**src/verilog/ccs_pkg.sv**
```systemverilog
`default_nettype none
////////////////////////////////////////////////////////////////////////////////
// shared constants and types of the clock state controller
package ccs_pkg;

    // clock and latency figures
    localparam int CLK_PERIOD_NS = 10;        // system clock period
    localparam int DS_EXIT_NS = 30000;        // deep sleep exit time, longest
    localparam int CNT_W = 12;                // exit timer width
    localparam logic [CNT_W-1:0] QS_EXIT_CYC = 12'h008;   // quick start to normal
    localparam logic [CNT_W-1:0] SG_EXIT_CYC = 12'h00a;   // stop grant to normal
    // longest time rounds down to whole cycles
    localparam logic [CNT_W-1:0] DS_EXIT_CYC = CNT_W'(DS_EXIT_NS / CLK_PERIOD_NS);

    // positions in the edge-detected event vector
    localparam int EV_NMI = 0;
    localparam int EV_MASKABLE_INTERRUPT_REQUEST = 1;
    localparam int EV_BUS_INIT = 2;
    localparam int EV_SINIT = 3;
    localparam int EV_RESET = 4;
    localparam int EV_FLUSH = 5;
    localparam int EV_SMI = 6;
    localparam int EV_W = 7;

    // positions in the pending / service vector
    localparam int PD_NMI = 0;
    localparam int PD_MASKABLE_INTERRUPT_REQUEST = 1;
    localparam int PD_SINIT = 2;
    localparam int PD_FLUSH = 3;
    localparam int PD_SMI = 4;
    localparam int PD_W = 5;

    // clock states, one-hot
    typedef enum logic [10:0] {
        ST_NORMAL = 11'h001,
        ST_AUTO_HALT = 11'h002,
        ST_STOP_GRANT = 11'h004,
        ST_QUICK_START = 11'h008,
        ST_SNOOP = 11'h010,
        ST_SLEEP = 11'h020,
        ST_DEEP_SLEEP = 11'h040,
        ST_EXIT_WAIT = 11'h080,
        ST_HALT_FLUSH = 11'h100,
        ST_HALT_SMM = 11'h200,
        ST_WAKE_WAIT = 11'h400
    } ccs_state_t;

    // rising edge of a vector of levels
    function automatic logic [EV_W-1:0] rise(input logic [EV_W-1:0] prev,
                                             input logic [EV_W-1:0] cur);
        rise = cur & ~prev;
    endfunction : rise

endpackage : ccs_pkg
`default_nettype wire

```
**src/verilog/ccs_tmr_if.sv**
```systemverilog
`timescale 1ns/100ps
`default_nettype none
////////////////////////////////////////////////////////////////////////////////
// link between the state machine and its latency timer
interface ccs_tmr_if;
    logic load;                          // start a new count
    logic [ccs_pkg::CNT_W-1:0] count;    // cycles until done
    logic done;                          // one-cycle pulse at the end

    modport ctrl (output load, output count, input done);
    modport tmr (input load, input count, output done);
endinterface : ccs_tmr_if
`default_nettype wire

```
**src/verilog/ccs_exit_timer.sv**
```systemverilog
`timescale 1ns/100ps
`default_nettype none
////////////////////////////////////////////////////////////////////////////////
// down counter: done is combinational, so a user registering it moves count cycles after load
module ccs_exit_timer #(
    parameter int WIDTH = ccs_pkg::CNT_W
) (
    // clock and reset
    input wire logic clk_i,
    input wire logic rst_n_i,
    // control link
    ccs_tmr_if.tmr tmr
);

    // a counter narrower than four bits is rejected
    if (WIDTH < 4) begin : g_bad_width
        $error("ccs_exit_timer: WIDTH too small");
    end

    typedef struct packed {
        logic [WIDTH-1:0] cnt;   // cycles left
        logic busy;              // a count is running
    } ccs_tmr_st_t;

    ccs_tmr_st_t st_r;
    ccs_tmr_st_t st_nxt;

    // next-state: a new load restarts the count
    always_comb begin
        st_nxt = st_r;
        if (tmr.load) begin
            st_nxt.cnt = tmr.count;
            st_nxt.busy = 1'b1;
        end else if (st_r.busy) begin
            if (st_r.cnt <= WIDTH'(1)) begin
                st_nxt.busy = 1'b0;
                st_nxt.cnt = '0;
            end else begin
                st_nxt.cnt = st_r.cnt - WIDTH'(1);
            end
        end
    end

    // registers
    always_ff @(posedge clk_i) begin
        if (!rst_n_i) begin
            st_r <= '0;
        end else begin
            st_r <= st_nxt;
        end
    end

    // last cycle of a count; a registered pulse would add one cycle to every exit
    assign tmr.done = st_r.busy && (st_r.cnt <= WIDTH'(1));

endmodule : ccs_exit_timer
`default_nettype wire

```
**src/verilog/ccs_top.sv**
```systemverilog
`timescale 1ns/100ps
`default_nettype none
////////////////////////////////////////////////////////////////////////////////
// Overview of operation
// - strap grounded selects quick start, else stop grant
// - halt instruction moves normal into auto halt
// - halt break events return auto halt to normal
// - stop request in auto halt enters stop, acknowledges
// - stop release returns to auto halt, no halt cycle
// - system interrupt serviced in halt, may resume halt
// - cache flush in halt returns to halt silently
// - address mask and probe tracked during auto halt
// - stop grant snoops and latches one of each event
// - stop grant leaves on release or bus init, not on reset
// - after bus init, re-enter stop grant if requested
// - reset in stop states initialises, state kept
// - sleep only from stop grant, ignored elsewhere
// - quick start: priority snoops only, nothing latched
// - quick start exits on release or clock stop
// - snoops in idle states serviced, then return
// - sleep neither snoops nor latches; inputs held steady
// - clock stopped in sleep enters deep sleep
// - deep sleep exit completes within thirty microseconds
// - quick start exit eight clocks, stop grant ten
module ccs_top (
    // clock and reset of this logic
    input wire logic SYS_CLK_I,
    input wire logic RESETN_I,
    // power management requests from the core-logic controller
    input wire logic STOP_CLOCK_REQUEST_I,
    input wire logic SLEEP_REQUEST_I,
    input wire logic BUS_CLOCK_RUNNING_I,
    input wire logic STRAP_SELECT_LINE_I,
    // core events
    input wire logic HALT_INSTRUCTION_I,
    input wire logic SMM_EXIT_I,
    input wire logic SMM_RESUME_HALT_I,
    input wire logic FLUSH_DONE_I,
    // break and interrupt inputs
    input wire logic NONMASKABLE_INTERRUPT_I,
    input wire logic MASKABLE_INTERRUPT_REQUEST_I,
    input wire logic [1:0] LOCAL_INTERRUPT_LINES_I,
    input wire logic BUS_INIT_I,
    input wire logic BUS_INIT_DONE_I,
    input wire logic SOFT_INIT_I,
    input wire logic CPU_RESET_I,
    input wire logic CACHE_FLUSH_REQUEST_I,
    input wire logic SYSTEM_MGMT_INTERRUPT_I,
    // tracked levels
    input wire logic ADDR_BIT20_MASK_I,
    input wire logic PROBE_REQUEST_I,
    // snoop traffic
    input wire logic SNOOP_I,
    input wire logic PRIORITY_AGENT_REQUEST_I,
    input wire logic SNOOP_DONE_I,
    input wire logic BUS_IDLE_I,
    // state and bus cycle outputs
    output logic [10:0] STATE_O,
    output logic CORE_CLOCK_RUN_O,
    output logic STOP_GRANT_ACK_O,
    output logic HALT_CYCLE_O,
    output logic INIT_O,
    output logic QUICK_START_SEL_O,
    // latched events
    output logic [4:0] PENDING_O,
    output logic [4:0] SERVICE_O,
    // tracked levels
    output logic ADDR_BIT20_MASK_O,
    output logic PROBE_REQUEST_O
);

    ////////////////////////////////////////////////////////////////////////////
    // state

    typedef struct packed {
        ccs_pkg::ccs_state_t state;            // present clock state
        ccs_pkg::ccs_state_t ret_state;        // where snoop / wake returns
        ccs_pkg::ccs_state_t exit_to;          // target after exit latency
        logic halt_origin;                     // stop state entered from halt
        logic quick_sel;                       // captured strap choice
        logic strap_done;                      // strap caught since reset
        logic bus_init_pend;                      // bus init taken from stop grant
        logic [ccs_pkg::EV_W-1:0] prev_ev;     // event levels one cycle ago
        logic [ccs_pkg::PD_W-1:0] pending;     // one latch per latchable event kind; bus init and reset have none
        logic [ccs_pkg::PD_W-1:0] service;     // pulse: hand latched events over
        logic ack;                             // stop grant acknowledge pulse
        logic halt_cyc;                        // halt bus cycle pulse
        logic init;                            // initialise pulse
        logic addr_bit20_mask;                            // recognised address mask level
        logic probe;                           // recognised probe level
    } ccs_st_t;

    ccs_st_t st_r;
    ccs_st_t st_nxt;

    ccs_tmr_if tmr_if ();   // link to the latency timer

    logic [ccs_pkg::EV_W-1:0] ev_lvl;   // present event levels
    logic [ccs_pkg::EV_W-1:0] ev_rise;  // events becoming active
    logic [ccs_pkg::PD_W-1:0] ev_latch; // latchable events rising
    logic halt_break;                   // break other than reset, flush or smi
    logic tmr_load;                     // start timer this cycle
    logic [ccs_pkg::CNT_W-1:0] tmr_count; // count loaded into the timer
    ccs_pkg::ccs_state_t stop_state;    // stop state picked by the strap

    ////////////////////////////////////////////////////////////////////////////
    // event decode

    // the local lines stand in for nmi and maskable_interrupt_request when wired that way
    always_comb begin
        ev_lvl = '0;
        ev_lvl[ccs_pkg::EV_NMI] = NONMASKABLE_INTERRUPT_I | LOCAL_INTERRUPT_LINES_I[1];
        ev_lvl[ccs_pkg::EV_MASKABLE_INTERRUPT_REQUEST] = MASKABLE_INTERRUPT_REQUEST_I | LOCAL_INTERRUPT_LINES_I[0];
        ev_lvl[ccs_pkg::EV_BUS_INIT] = BUS_INIT_I;
        ev_lvl[ccs_pkg::EV_SINIT] = SOFT_INIT_I;
        ev_lvl[ccs_pkg::EV_RESET] = CPU_RESET_I;
        ev_lvl[ccs_pkg::EV_FLUSH] = CACHE_FLUSH_REQUEST_I;
        ev_lvl[ccs_pkg::EV_SMI] = SYSTEM_MGMT_INTERRUPT_I;
        ev_rise = ccs_pkg::rise(st_r.prev_ev, ev_lvl);
        // only the latchable kinds, in pending order
        ev_latch = '0;
        ev_latch[ccs_pkg::PD_NMI] = ev_rise[ccs_pkg::EV_NMI];
        ev_latch[ccs_pkg::PD_MASKABLE_INTERRUPT_REQUEST] = ev_rise[ccs_pkg::EV_MASKABLE_INTERRUPT_REQUEST];
        ev_latch[ccs_pkg::PD_SINIT] = ev_rise[ccs_pkg::EV_SINIT];
        ev_latch[ccs_pkg::PD_FLUSH] = ev_rise[ccs_pkg::EV_FLUSH];
        ev_latch[ccs_pkg::PD_SMI] = ev_rise[ccs_pkg::EV_SMI];
        // flush and smi have their own halt service paths
        halt_break = ev_rise[ccs_pkg::EV_NMI] | ev_rise[ccs_pkg::EV_MASKABLE_INTERRUPT_REQUEST]
                   | ev_rise[ccs_pkg::EV_BUS_INIT] | ev_rise[ccs_pkg::EV_SINIT];
    end

    // the strap choice is fixed, so the stop target is just a mux
    assign stop_state = st_r.quick_sel ? ccs_pkg::ST_QUICK_START
                                       : ccs_pkg::ST_STOP_GRANT;

    ////////////////////////////////////////////////////////////////////////////
    // next-state logic

    always_comb begin
        st_nxt = st_r;
        tmr_load = 1'b0;
        tmr_count = '0;
        st_nxt.prev_ev = ev_lvl;
        st_nxt.ack = 1'b0;
        st_nxt.halt_cyc = 1'b0;
        st_nxt.init = 1'b0;
        st_nxt.service = '0;

        // strap caught on the first cycle after either reset releases
        if (!st_r.strap_done || (st_r.prev_ev[ccs_pkg::EV_RESET] && !CPU_RESET_I)) begin
            st_nxt.quick_sel = ~STRAP_SELECT_LINE_I;
            st_nxt.strap_done = 1'b1;
        end

        case (st_r.state)
            // running: requests to idle, events pass straight to the core
            ccs_pkg::ST_NORMAL: begin
                st_nxt.addr_bit20_mask = ADDR_BIT20_MASK_I;
                st_nxt.probe = PROBE_REQUEST_I;
                if (ev_rise[ccs_pkg::EV_RESET]) begin
                    st_nxt.init = 1'b1;
                    st_nxt.bus_init_pend = 1'b0;
                end else if (st_r.bus_init_pend && BUS_INIT_DONE_I) begin
                    // bus init finished: go back to stop unless released
                    st_nxt.bus_init_pend = 1'b0;
                    if (STOP_CLOCK_REQUEST_I) begin
                        st_nxt.state = ccs_pkg::ST_STOP_GRANT;
                        st_nxt.ack = 1'b1;
                    end
                end else if (STOP_CLOCK_REQUEST_I && !st_r.bus_init_pend) begin
                    st_nxt.state = stop_state;
                    st_nxt.halt_origin = 1'b0;
                    st_nxt.ack = 1'b1;
                end else if (HALT_INSTRUCTION_I) begin
                    st_nxt.state = ccs_pkg::ST_AUTO_HALT;
                    st_nxt.halt_cyc = 1'b1;
                end
                // sleep request has no meaning here and is dropped
            end

            // halted by software
            ccs_pkg::ST_AUTO_HALT: begin
                st_nxt.addr_bit20_mask = ADDR_BIT20_MASK_I;
                st_nxt.probe = PROBE_REQUEST_I;
                if (ev_rise[ccs_pkg::EV_RESET]) begin
                    st_nxt.state = ccs_pkg::ST_NORMAL;
                    st_nxt.init = 1'b1;
                end else if (ev_rise[ccs_pkg::EV_SMI]) begin
                    st_nxt.state = ccs_pkg::ST_HALT_SMM;
                end else if (ev_rise[ccs_pkg::EV_FLUSH]) begin
                    st_nxt.state = ccs_pkg::ST_HALT_FLUSH;
                end else if (halt_break) begin
                    st_nxt.state = ccs_pkg::ST_NORMAL;
                end else if (STOP_CLOCK_REQUEST_I) begin
                    st_nxt.state = stop_state;
                    st_nxt.halt_origin = 1'b1;
                    st_nxt.ack = 1'b1;
                end else if (SNOOP_I) begin
                    st_nxt.ret_state = ccs_pkg::ST_AUTO_HALT;
                    st_nxt.state = ccs_pkg::ST_SNOOP;
                end
                // sleep request is ignored in auto halt
            end

            // management handler running out of auto halt
            ccs_pkg::ST_HALT_SMM: begin
                if (SMM_EXIT_I) begin
                    // resuming in halt issues no fresh halt cycle
                    st_nxt.state = SMM_RESUME_HALT_I ? ccs_pkg::ST_AUTO_HALT
                                                     : ccs_pkg::ST_NORMAL;
                end
            end

            // both cache levels being flushed out of auto halt
            ccs_pkg::ST_HALT_FLUSH: begin
                if (FLUSH_DONE_I) begin
                    st_nxt.state = ccs_pkg::ST_AUTO_HALT;
                end
            end

            // stop grant: snoops served, events latched once each
            ccs_pkg::ST_STOP_GRANT: begin
                st_nxt.pending = st_r.pending | ev_latch;
                if (ev_rise[ccs_pkg::EV_RESET]) begin
                    // initialise now, stay stopped until released
                    st_nxt.init = 1'b1;
                    st_nxt.pending = '0;
                    st_nxt.halt_origin = 1'b0;
                end else if (ev_rise[ccs_pkg::EV_BUS_INIT]) begin
                    st_nxt.state = ccs_pkg::ST_NORMAL;
                    st_nxt.bus_init_pend = STOP_CLOCK_REQUEST_I;
                    st_nxt.service = st_nxt.pending;
                    st_nxt.pending = '0;
                end else if (!STOP_CLOCK_REQUEST_I) begin
                    st_nxt.state = ccs_pkg::ST_EXIT_WAIT;
                    st_nxt.exit_to = st_r.halt_origin ? ccs_pkg::ST_AUTO_HALT
                                                      : ccs_pkg::ST_NORMAL;
                    tmr_load = 1'b1;
                    tmr_count = ccs_pkg::SG_EXIT_CYC;
                end else if (SLEEP_REQUEST_I) begin
                    st_nxt.state = ccs_pkg::ST_SLEEP;
                end else if (SNOOP_I) begin
                    st_nxt.ret_state = ccs_pkg::ST_STOP_GRANT;
                    st_nxt.state = ccs_pkg::ST_SNOOP;
                end
            end

            // quick start: nothing but priority snoops, reset, release, clock stop
            ccs_pkg::ST_QUICK_START: begin
                if (ev_rise[ccs_pkg::EV_RESET]) begin
                    st_nxt.init = 1'b1;
                    st_nxt.halt_origin = 1'b0;
                end else if (!BUS_CLOCK_RUNNING_I) begin
                    st_nxt.ret_state = ccs_pkg::ST_QUICK_START;
                    st_nxt.state = ccs_pkg::ST_DEEP_SLEEP;
                end else if (!STOP_CLOCK_REQUEST_I) begin
                    st_nxt.state = ccs_pkg::ST_EXIT_WAIT;
                    st_nxt.exit_to = st_r.halt_origin ? ccs_pkg::ST_AUTO_HALT
                                                      : ccs_pkg::ST_NORMAL;
                    tmr_load = 1'b1;
                    tmr_count = ccs_pkg::QS_EXIT_CYC;
                end else if (SNOOP_I && PRIORITY_AGENT_REQUEST_I) begin
                    st_nxt.ret_state = ccs_pkg::ST_QUICK_START;
                    st_nxt.state = ccs_pkg::ST_SNOOP;
                end
                // interrupts, flush and bus init are not acted on
            end

            // snoop in service; stop grant keeps latching meanwhile
            ccs_pkg::ST_SNOOP: begin
                if (st_r.ret_state == ccs_pkg::ST_STOP_GRANT) begin
                    st_nxt.pending = st_r.pending | ev_latch;
                end
                if (SNOOP_DONE_I && BUS_IDLE_I) begin
                    st_nxt.state = st_r.ret_state;
                end
            end

            // sleep: no snoop, no latch, inputs held by the controller
            ccs_pkg::ST_SLEEP: begin
                if (ev_rise[ccs_pkg::EV_RESET]) begin
                    st_nxt.init = 1'b1;
                    st_nxt.pending = '0;
                end else if (!BUS_CLOCK_RUNNING_I) begin
                    st_nxt.ret_state = ccs_pkg::ST_SLEEP;
                    st_nxt.state = ccs_pkg::ST_DEEP_SLEEP;
                end else if (!SLEEP_REQUEST_I) begin
                    st_nxt.state = ccs_pkg::ST_STOP_GRANT;
                end
                // the reset branch relies on the controller dropping both requests
            end

            // clock gone: wait for it to return
            ccs_pkg::ST_DEEP_SLEEP: begin
                if (BUS_CLOCK_RUNNING_I) begin
                    st_nxt.state = ccs_pkg::ST_WAKE_WAIT;
                    tmr_load = 1'b1;
                    tmr_count = ccs_pkg::DS_EXIT_CYC;
                end
            end

            // lock time after the clock restarts
            ccs_pkg::ST_WAKE_WAIT: begin
                if (!BUS_CLOCK_RUNNING_I) begin
                    st_nxt.state = ccs_pkg::ST_DEEP_SLEEP;
                end else if (tmr_if.done) begin
                    st_nxt.state = st_r.ret_state;
                end
            end

            // counting out the exit latency of a stop state
            ccs_pkg::ST_EXIT_WAIT: begin
                if (tmr_if.done) begin
                    st_nxt.state = st_r.exit_to;
                    st_nxt.halt_origin = 1'b0;
                    // halt return issues no new halt cycle
                    if (st_r.exit_to == ccs_pkg::ST_NORMAL) begin
                        st_nxt.service = st_r.pending;
                        st_nxt.pending = '0;
                    end
                end
            end

            // an unknown code falls back to normal
            default: begin
                st_nxt.state = ccs_pkg::ST_NORMAL;
            end
        endcase
    end

    ////////////////////////////////////////////////////////////////////////////
    // registers

    // synchronous reset puts every field at a constant
    always_ff @(posedge SYS_CLK_I) begin
        if (!RESETN_I) begin
            st_r <= '0;
            st_r.state <= ccs_pkg::ST_NORMAL;
            st_r.ret_state <= ccs_pkg::ST_NORMAL;
            st_r.exit_to <= ccs_pkg::ST_NORMAL;
        end else begin
            st_r <= st_nxt;
        end
    end

    ////////////////////////////////////////////////////////////////////////////
    // latency timer

    assign tmr_if.load = tmr_load;
    assign tmr_if.count = tmr_count;

    ccs_exit_timer #(
        .WIDTH(ccs_pkg::CNT_W)
    ) u_exit_timer (
        .clk_i(SYS_CLK_I),
        .rst_n_i(RESETN_I),
        .tmr(tmr_if)
    );

    ////////////////////////////////////////////////////////////////////////////
    // outputs, all from registers

    assign STATE_O = st_r.state;
    // the core runs while executing, servicing an smi or flush from halt, or serving a snoop
    assign CORE_CLOCK_RUN_O = (st_r.state == ccs_pkg::ST_NORMAL)
                            | (st_r.state == ccs_pkg::ST_HALT_SMM)
                            | (st_r.state == ccs_pkg::ST_HALT_FLUSH)
                            | (st_r.state == ccs_pkg::ST_SNOOP);
    assign STOP_GRANT_ACK_O = st_r.ack;
    assign HALT_CYCLE_O = st_r.halt_cyc;
    assign INIT_O = st_r.init;
    assign QUICK_START_SEL_O = st_r.quick_sel;
    assign PENDING_O = st_r.pending;
    assign SERVICE_O = st_r.service;
    assign ADDR_BIT20_MASK_O = st_r.addr_bit20_mask;
    assign PROBE_REQUEST_O = st_r.probe;

endmodule : ccs_top
`default_nettype wire

```
**config.mk**
```make
export PLATFORM = sky130hd
export DESIGN_NAME = ccs_top
export DESIGN_NICKNAME = d
export VERILOG_FILES = /design/src/verilog/ccs_pkg.sv /design/src/verilog/ccs_tmr_if.sv /design/src/verilog/ccs_exit_timer.sv /design/src/verilog/ccs_top.sv
export SDC_FILE = /design/constraint.sdc
export NUM_CORES = 1
export LEC_CHECK = 0
export BUFFER_PORTS_ARGS = -buffer_cell sky130_fd_sc_hd__buf_4
export CORE_MARGIN = 10
export CORE_UTILIZATION = 55
export CTS_CLUSTER_SIZE = 10
export DETAILED_ROUTE_END_ITERATION = 6
export PLACE_DENSITY = 0.79
export SKIP_CTS_REPAIR_TIMING = 1
export SYNTH_ARGS = -nofsm -noshare
export SYNTH_HDL_FRONTEND = slang
export SYNTH_SLANG_ARGS = --single-unit
```
**constraint.sdc**
```tcl
create_clock -name SYS_CLK_I -period 6.6 [get_ports SYS_CLK_I]
set_input_delay 0.99 -clock SYS_CLK_I [delete_from_list [all_inputs] [get_ports SYS_CLK_I]]
set_output_delay 0.99 -clock SYS_CLK_I [all_outputs]
set_load 0.02 [all_outputs]
```
# Word level (Yosys, flattened, before mapping)
# Index checks and enable logic that the tools add are counted.
[word_totals]
regBits = 72
output_inout_bits = 28
inputBits = 26
[classes]
n_addsub = 1
eq_ne = 52
n_lt_le_gt_ge = 1
n_mux = 105
bitwise = 14
reduce_logical = 27
[ops]
columns = ["operator", "n"]
rows = [
  ["$mux 11", 34],
  ["$mux 22", 6],
  ["$pmux 11 s11", 1],
  ["$mux 33", 2],
  ["$ne 2x2->1 const B", 28],
  ["$pmux 11 s4", 1],
  ["$pmux 12 s3", 1],
  ["$mux 1", 32],
  ["$mux 10", 3],
  ["$mux 4", 7],
  ["$mux 13", 2],
  ["$mux 12", 2],
  ["$eq 11x1->1 const B", 2],
  ["$eq 11x3->1 const B", 2],
  ["$pmux 11 s2", 1],
  ["$mux 5", 4],
  ["$pmux 5 s4", 1],
  ["$ne 3x3->1 const B", 6],
  ["$reduce_and 17->1", 1],
  ["$reduce_and 16->1", 1],
  ["$le 12x1->1 const B", 1],
  ["$reduce_bool 4->1", 3],
  ["$sub 12x1->12 const B", 1],
  ["$eq 11x10->1 const B", 1],
  ["32 further kinds", 57],
]

# Depth between registers and ports, before layout
[logic_depth]
ltp_word = 10
ltp_mapped = 9
depth_no_buf = 8

# By module
# A second synthesis with hierarchy kept.
[unflattened]
hier_cells = 435
area_unflattened_um2 = 3520.9
[modules_own_cells]
columns = ["mod", "instances", "area_each_um2", "cells_per_inst", "seq_area_each_um2"]
rows = [
  ["ccs_top", 1, 2652.5, 328, 880.8],
  ["ccs_exit_timer", 1, 868.3, 107, 260.2],
]

# Worst setup path after synthesis
# OpenSTA, ideal clock, no wires.
[synth_timing]
path_type = "input to register"
startpoint = "input SYSTEM_MGMT_INTERRUPT_I"
endpoint = "register st_r[40] (netlist name)"
cell_stages = 7
t_arrival_ps = 2679
path_slack_ps = 3798
setup_ps = 123
path_cell_list = "and2b_2 > or3_1 > or4_1 > buf_6 > o32a_4 > o211ai_2 > o31ai_2"
[synth_between]
elab_chain_len = 3
[synth_rtl]
columns = ["element", "line_no", "rtl"]
rows = [
  ["start, declared", "ccs_top.sv:48", "input wire logic SYSTEM_MGMT_INTERRUPT_I,"],
  ["$and 7x7->7", "ccs_pkg.sv:51", "rise = cur & ~prev;"],
  ["$ne 2x2->1 (no line)", "--", ""],
  ["$reduce_and 17->1 (no line)", "--", ""],
  ["end signal, assigned", "ccs_top.sv:342", "st_r <= st_nxt;"],
  ["end, declared", "ccs_top.sv:93", "ccs_st_t st_r;"],
]
# Every way passes these cells.
# A chain may end at the register's enable or synchronous reset.

# Worst setup path after layout
[layout_timing]
startpoint = "register st_r (netlist bit STATE_O[10])"
endpoint = "output CORE_CLOCK_RUN_O"
[layout_between]
elab_chain_len = 4
[layout_rtl]
columns = ["element", "line_no", "rtl"]
rows = [
  ["$eq 11x1->1 or $eq 11x10->1 (tied branches)", "ccs_top.sv:365, ccs_top.sv:366", ""],
  ["$or 1x1->1", "ccs_top.sv:366", "| (st_r.state == ccs_pkg::ST_HALT_SMM)"],
  ["$or 1x1->1", "ccs_top.sv:367", "| (st_r.state == ccs_pkg::ST_HALT_FLUSH)"],
  ["$or 1x1->1 (*)", "ccs_top.sv:368", "| (st_r.state == ccs_pkg::ST_SNOOP);"],
  ["end, declared", "ccs_top.sv:59", "output logic CORE_CLOCK_RUN_O,"],
]
# Mark *: on every way between the ends. The rest lies on a longest branch, timed or not.

==> impl_metrics.env <==
export IMPL_final_util=0.6203
export IMPL_regToRegStartpoint="STATE_O[0]"
export IMPL_yosysTopAreaCell="dfxtp_1"
export IMPL_path_clk_slew_ns=0.06
export IMPL_setup_viol=0
export IMPL_port_buffers=53
export IMPL_antenna_found_initial=0
export IMPL_cts_sinks=57
export IMPL_netlist_area_um2=3552
export IMPL_fin_crit_ns=3.082
export IMPL_drt_pass1_iter_count=5
export IMPL_numPlacedInstances=525
export IMPL_globalplace_congestion=1.005
export IMPL_area_growth_syn_to_layout_pct=10.25
export IMPL_dp_hpwl_um=8050
export IMPL_setup_tns_final_ns=0
export IMPL_crit_chain="nor4_1 -> nand3_1 -> nand2_1 -> buf_4"
export IMPL_cp_data_arrival_time_ns=2.09
export IMPL_worstMarginPinSlew_ns=1.060
export IMPL_yosysWarnings=0
export IMPL_p_int_uw=633.6
export IMPL_wirelength_um=10680
export IMPL_p_seq_frac=0.394
export IMPL_status="finished, final reports clean"
export IMPL_cts_buffers=9
export IMPL_netSwitchingPower_uw=360.7
export IMPL_fin_skew_ns=0.01101
export IMPL_wire_per_inst_um=19.73
export IMPL_die_h_um=100.4
export IMPL_busiest_layer="met2"
export IMPL_grt_pass1_vias=3330
export IMPL_fillers=594
export IMPL_yosysMostFrequentCell="dfxtp_1"
export IMPL_critPathKind="flip-flop to primary output"
export IMPL_grtUsageTotal=0.2110
export IMPL_min_from="st_r[40]"
export IMPL_maxSlewViolCount=0
export IMPL_synth_cell_types=79
export IMPL_synth_edf_count=0
export IMPL_clk_latency_ns=0.35
export IMPL_p_clk_frac=0.291
export IMPL_initial_core_util=0.5626
export IMPL_rsz0062_at_grt="no"
export IMPL_die_area_um2=10070
export IMPL_ys_ff_latch=57
export IMPL_grt_max_degree=27
export IMPL_grt_overflow=0
export IMPL_io_pins=54
export IMPL_syn_area_per_cell_um2=8.091
export IMPL_synth_nets=467
export IMPL_synth_common_cells="dfxtp_1 (57), nor2_1 (47), a21oi_1 (26)"
export IMPL_ys_flop_type="dfxtp_1"
export IMPL_htree_levels=3
export IMPL_p_leak_uw=0.001550
export IMPL_cts_tree="yes"
export IMPL_finalNonFillerCells=541
export IMPL_nets=487
export IMPL_n_antenna_cell=0
export IMPL_async_flop_share=0
export IMPL_place_area_um2=3744
export IMPL_cap_violations=0
export IMPL_required_ns=5.61
export IMPL_met2_usage=0.3165
export IMPL_worst_setup_path_start_kind="flip-flop"
export IMPL_drt_iter0_drc=307
export IMPL_peakVddDrop_mv=0.1817
export IMPL_slew_headroom=0.2868
export IMPL_power_density_nw_per_um2=253.9
export IMPL_netlist_instances=439
export IMPL_hold_path_class="flip-flop to flip-flop"
export IMPL_startpoint="STATE_O[10]"
export IMPL_synth_top_cell_area_share=0.3212
export IMPL_hold_violations=0
export IMPL_grt_first_pass_wirelength_um=17230
export IMPL_stdcell_area_um2=3916
export IMPL_die_x_um=100.4
export IMPL_p_comb_frac=0.315
export IMPL_end_kind="primary output"
export IMPL_vias_per_cell=6.525
export IMPL_max_stage_delay_ns=0.69
export IMPL_vias=3530
export IMPL_max_clock_path_buffers=2
export IMPL_clockRootBuffer="clkbuf_8"
export IMPL_drc=0
export IMPL_cp_max_fo=11
export IMPL_antenna_left=0
export IMPL_grt_use_met3=0.06319
export IMPL_fmax_mhz=324.4
export IMPL_core_region_area_um2=6314
export IMPL_met1_usage=0.2696
export IMPL_timing_final_crit_share=0.4670
export IMPL_slowest_stage="nor4_1"
export IMPL_rows=29
export IMPL_synthTopCellsByArea="dfxtp_1 (32%), nor2_1 (5.0%), buf_4 (4.4%), a21oi_1 (3.7%), nor3_1 (2.8%)"
export IMPL_final_layout_size_suffix_gt1_frac=0.1983
export IMPL_seq_area_frac_synth=0.3212
export IMPL_swShare=0.3628
-- power by group through the flow --
stage	clock [uW]	combinational, uW	sequential [uW]
2_1_floorplan	0	236	388
3_3_place_gp	0	309	397
3_5_place_dp	0	307	398
4_1_cts	290	309	391
5_1_grt	308	342	394
6_report	290	313	391
-- worst max-delay path, delay by kind of cell, from the launching register on --
kind / cells / cell delay [ns]
and+or+nand+nor: 3 / 1.18
DFF: 1 / 0.43
buffers and inverters: 1 / 0.15
-- cell type report --
class,instances,area (um2),area share
multi-input cells,326,2052,0.5240
flip-flops and latches,57,1141,0.2914
repair buffers,56,420.4,0.1073
clock buffers,11,141.4,0.03610
well taps,77,96.34,0.02460
inverters,9,33.78,0.008626
clock inverters,5,31.28,0.007987
-- layout by cell type, fill, tap and decap left out, types with 8 or more instances in the layout --
cell type  count
nand4_1       11
o21a_1         8
nand3_1       17
and2_1         8
inv_1          8
o21ai_1       13
nor2_1        47
a21oi_1       26
buf_4         56
clkbuf_8      10
o21ai_0       14
nor3_1        20
nor2b_1       10
nand2_1       25
dfxtp_1       57
nor4_1        12
-- logic make-up (layout without fill, tap and decap cells) --
family                   after synthesis  after routing  share of synthesized area
AO/OA/AOI/OAI                        118            118                     0.2381
XOR/XNOR                               5              5                    0.01233
adder cells (fa/ha/maj)                2              2                   0.007044
AND/OR/NAND/NOR                      195            195                     0.3033
flip-flops                            57             57                     0.3212
multiplexers                           6              6                    0.01691
buffers and inverters                 56             81                     0.1011
-- registers in the layout (all words and copies together) (netlist names) --
name / flops
INIT_O: 1
ADDR_BIT20_MASK_O: 1
QUICK_START_SEL_O: 1
HALT_CYCLE_O: 1
st_r: 17
STATE_O: 11
SERVICE_O: 5
STOP_GRANT_ACK_O: 1
PENDING_O: 5
u_exit_timer.st_r: 13
PROBE_REQUEST_O: 1
-- path summary, 6_finish.rpt --
| kind | endpoint | slack [ns] | depth (start not counted) |
|---|---|---|---|
| setup / recovery | CORE_CLOCK_RUN_O | 3.52 | 4 |
| hold / removal | st_r[40] | 0.50 | 2 |
| setup reg to reg | PENDING_O[2] | 3.62 | 6 |
| hold reg to reg | st_r[40] | 0.50 | 2 |
-- per-layer routing --
metal,vias up,routed length [um]
li1,1653,-
met4,0,350
met3,31,1011
met2,184,4845
met5,-,0
met1,1662,4469
-- through the flow --
| stage | hold WS (ns) | power [uW] | setup slack, ns |
|---|---|---|---|
| 2_1_floorplan | 0.4481 | 623.2 | 3.798 |
| 3_3_place_gp | 0.4754 | 706.0 | 3.469 |
| 3_5_place_dp | 0.4867 | 705.6 | 3.413 |
| 4_1_cts | 0.4979 | 989.5 | 3.551 |
| 5_1_grt | 0.5111 | 1044 | 3.348 |
| 6_report | 0.4977 | 994.3 | 3.518 |
Power figures use the tool's default switching activity.
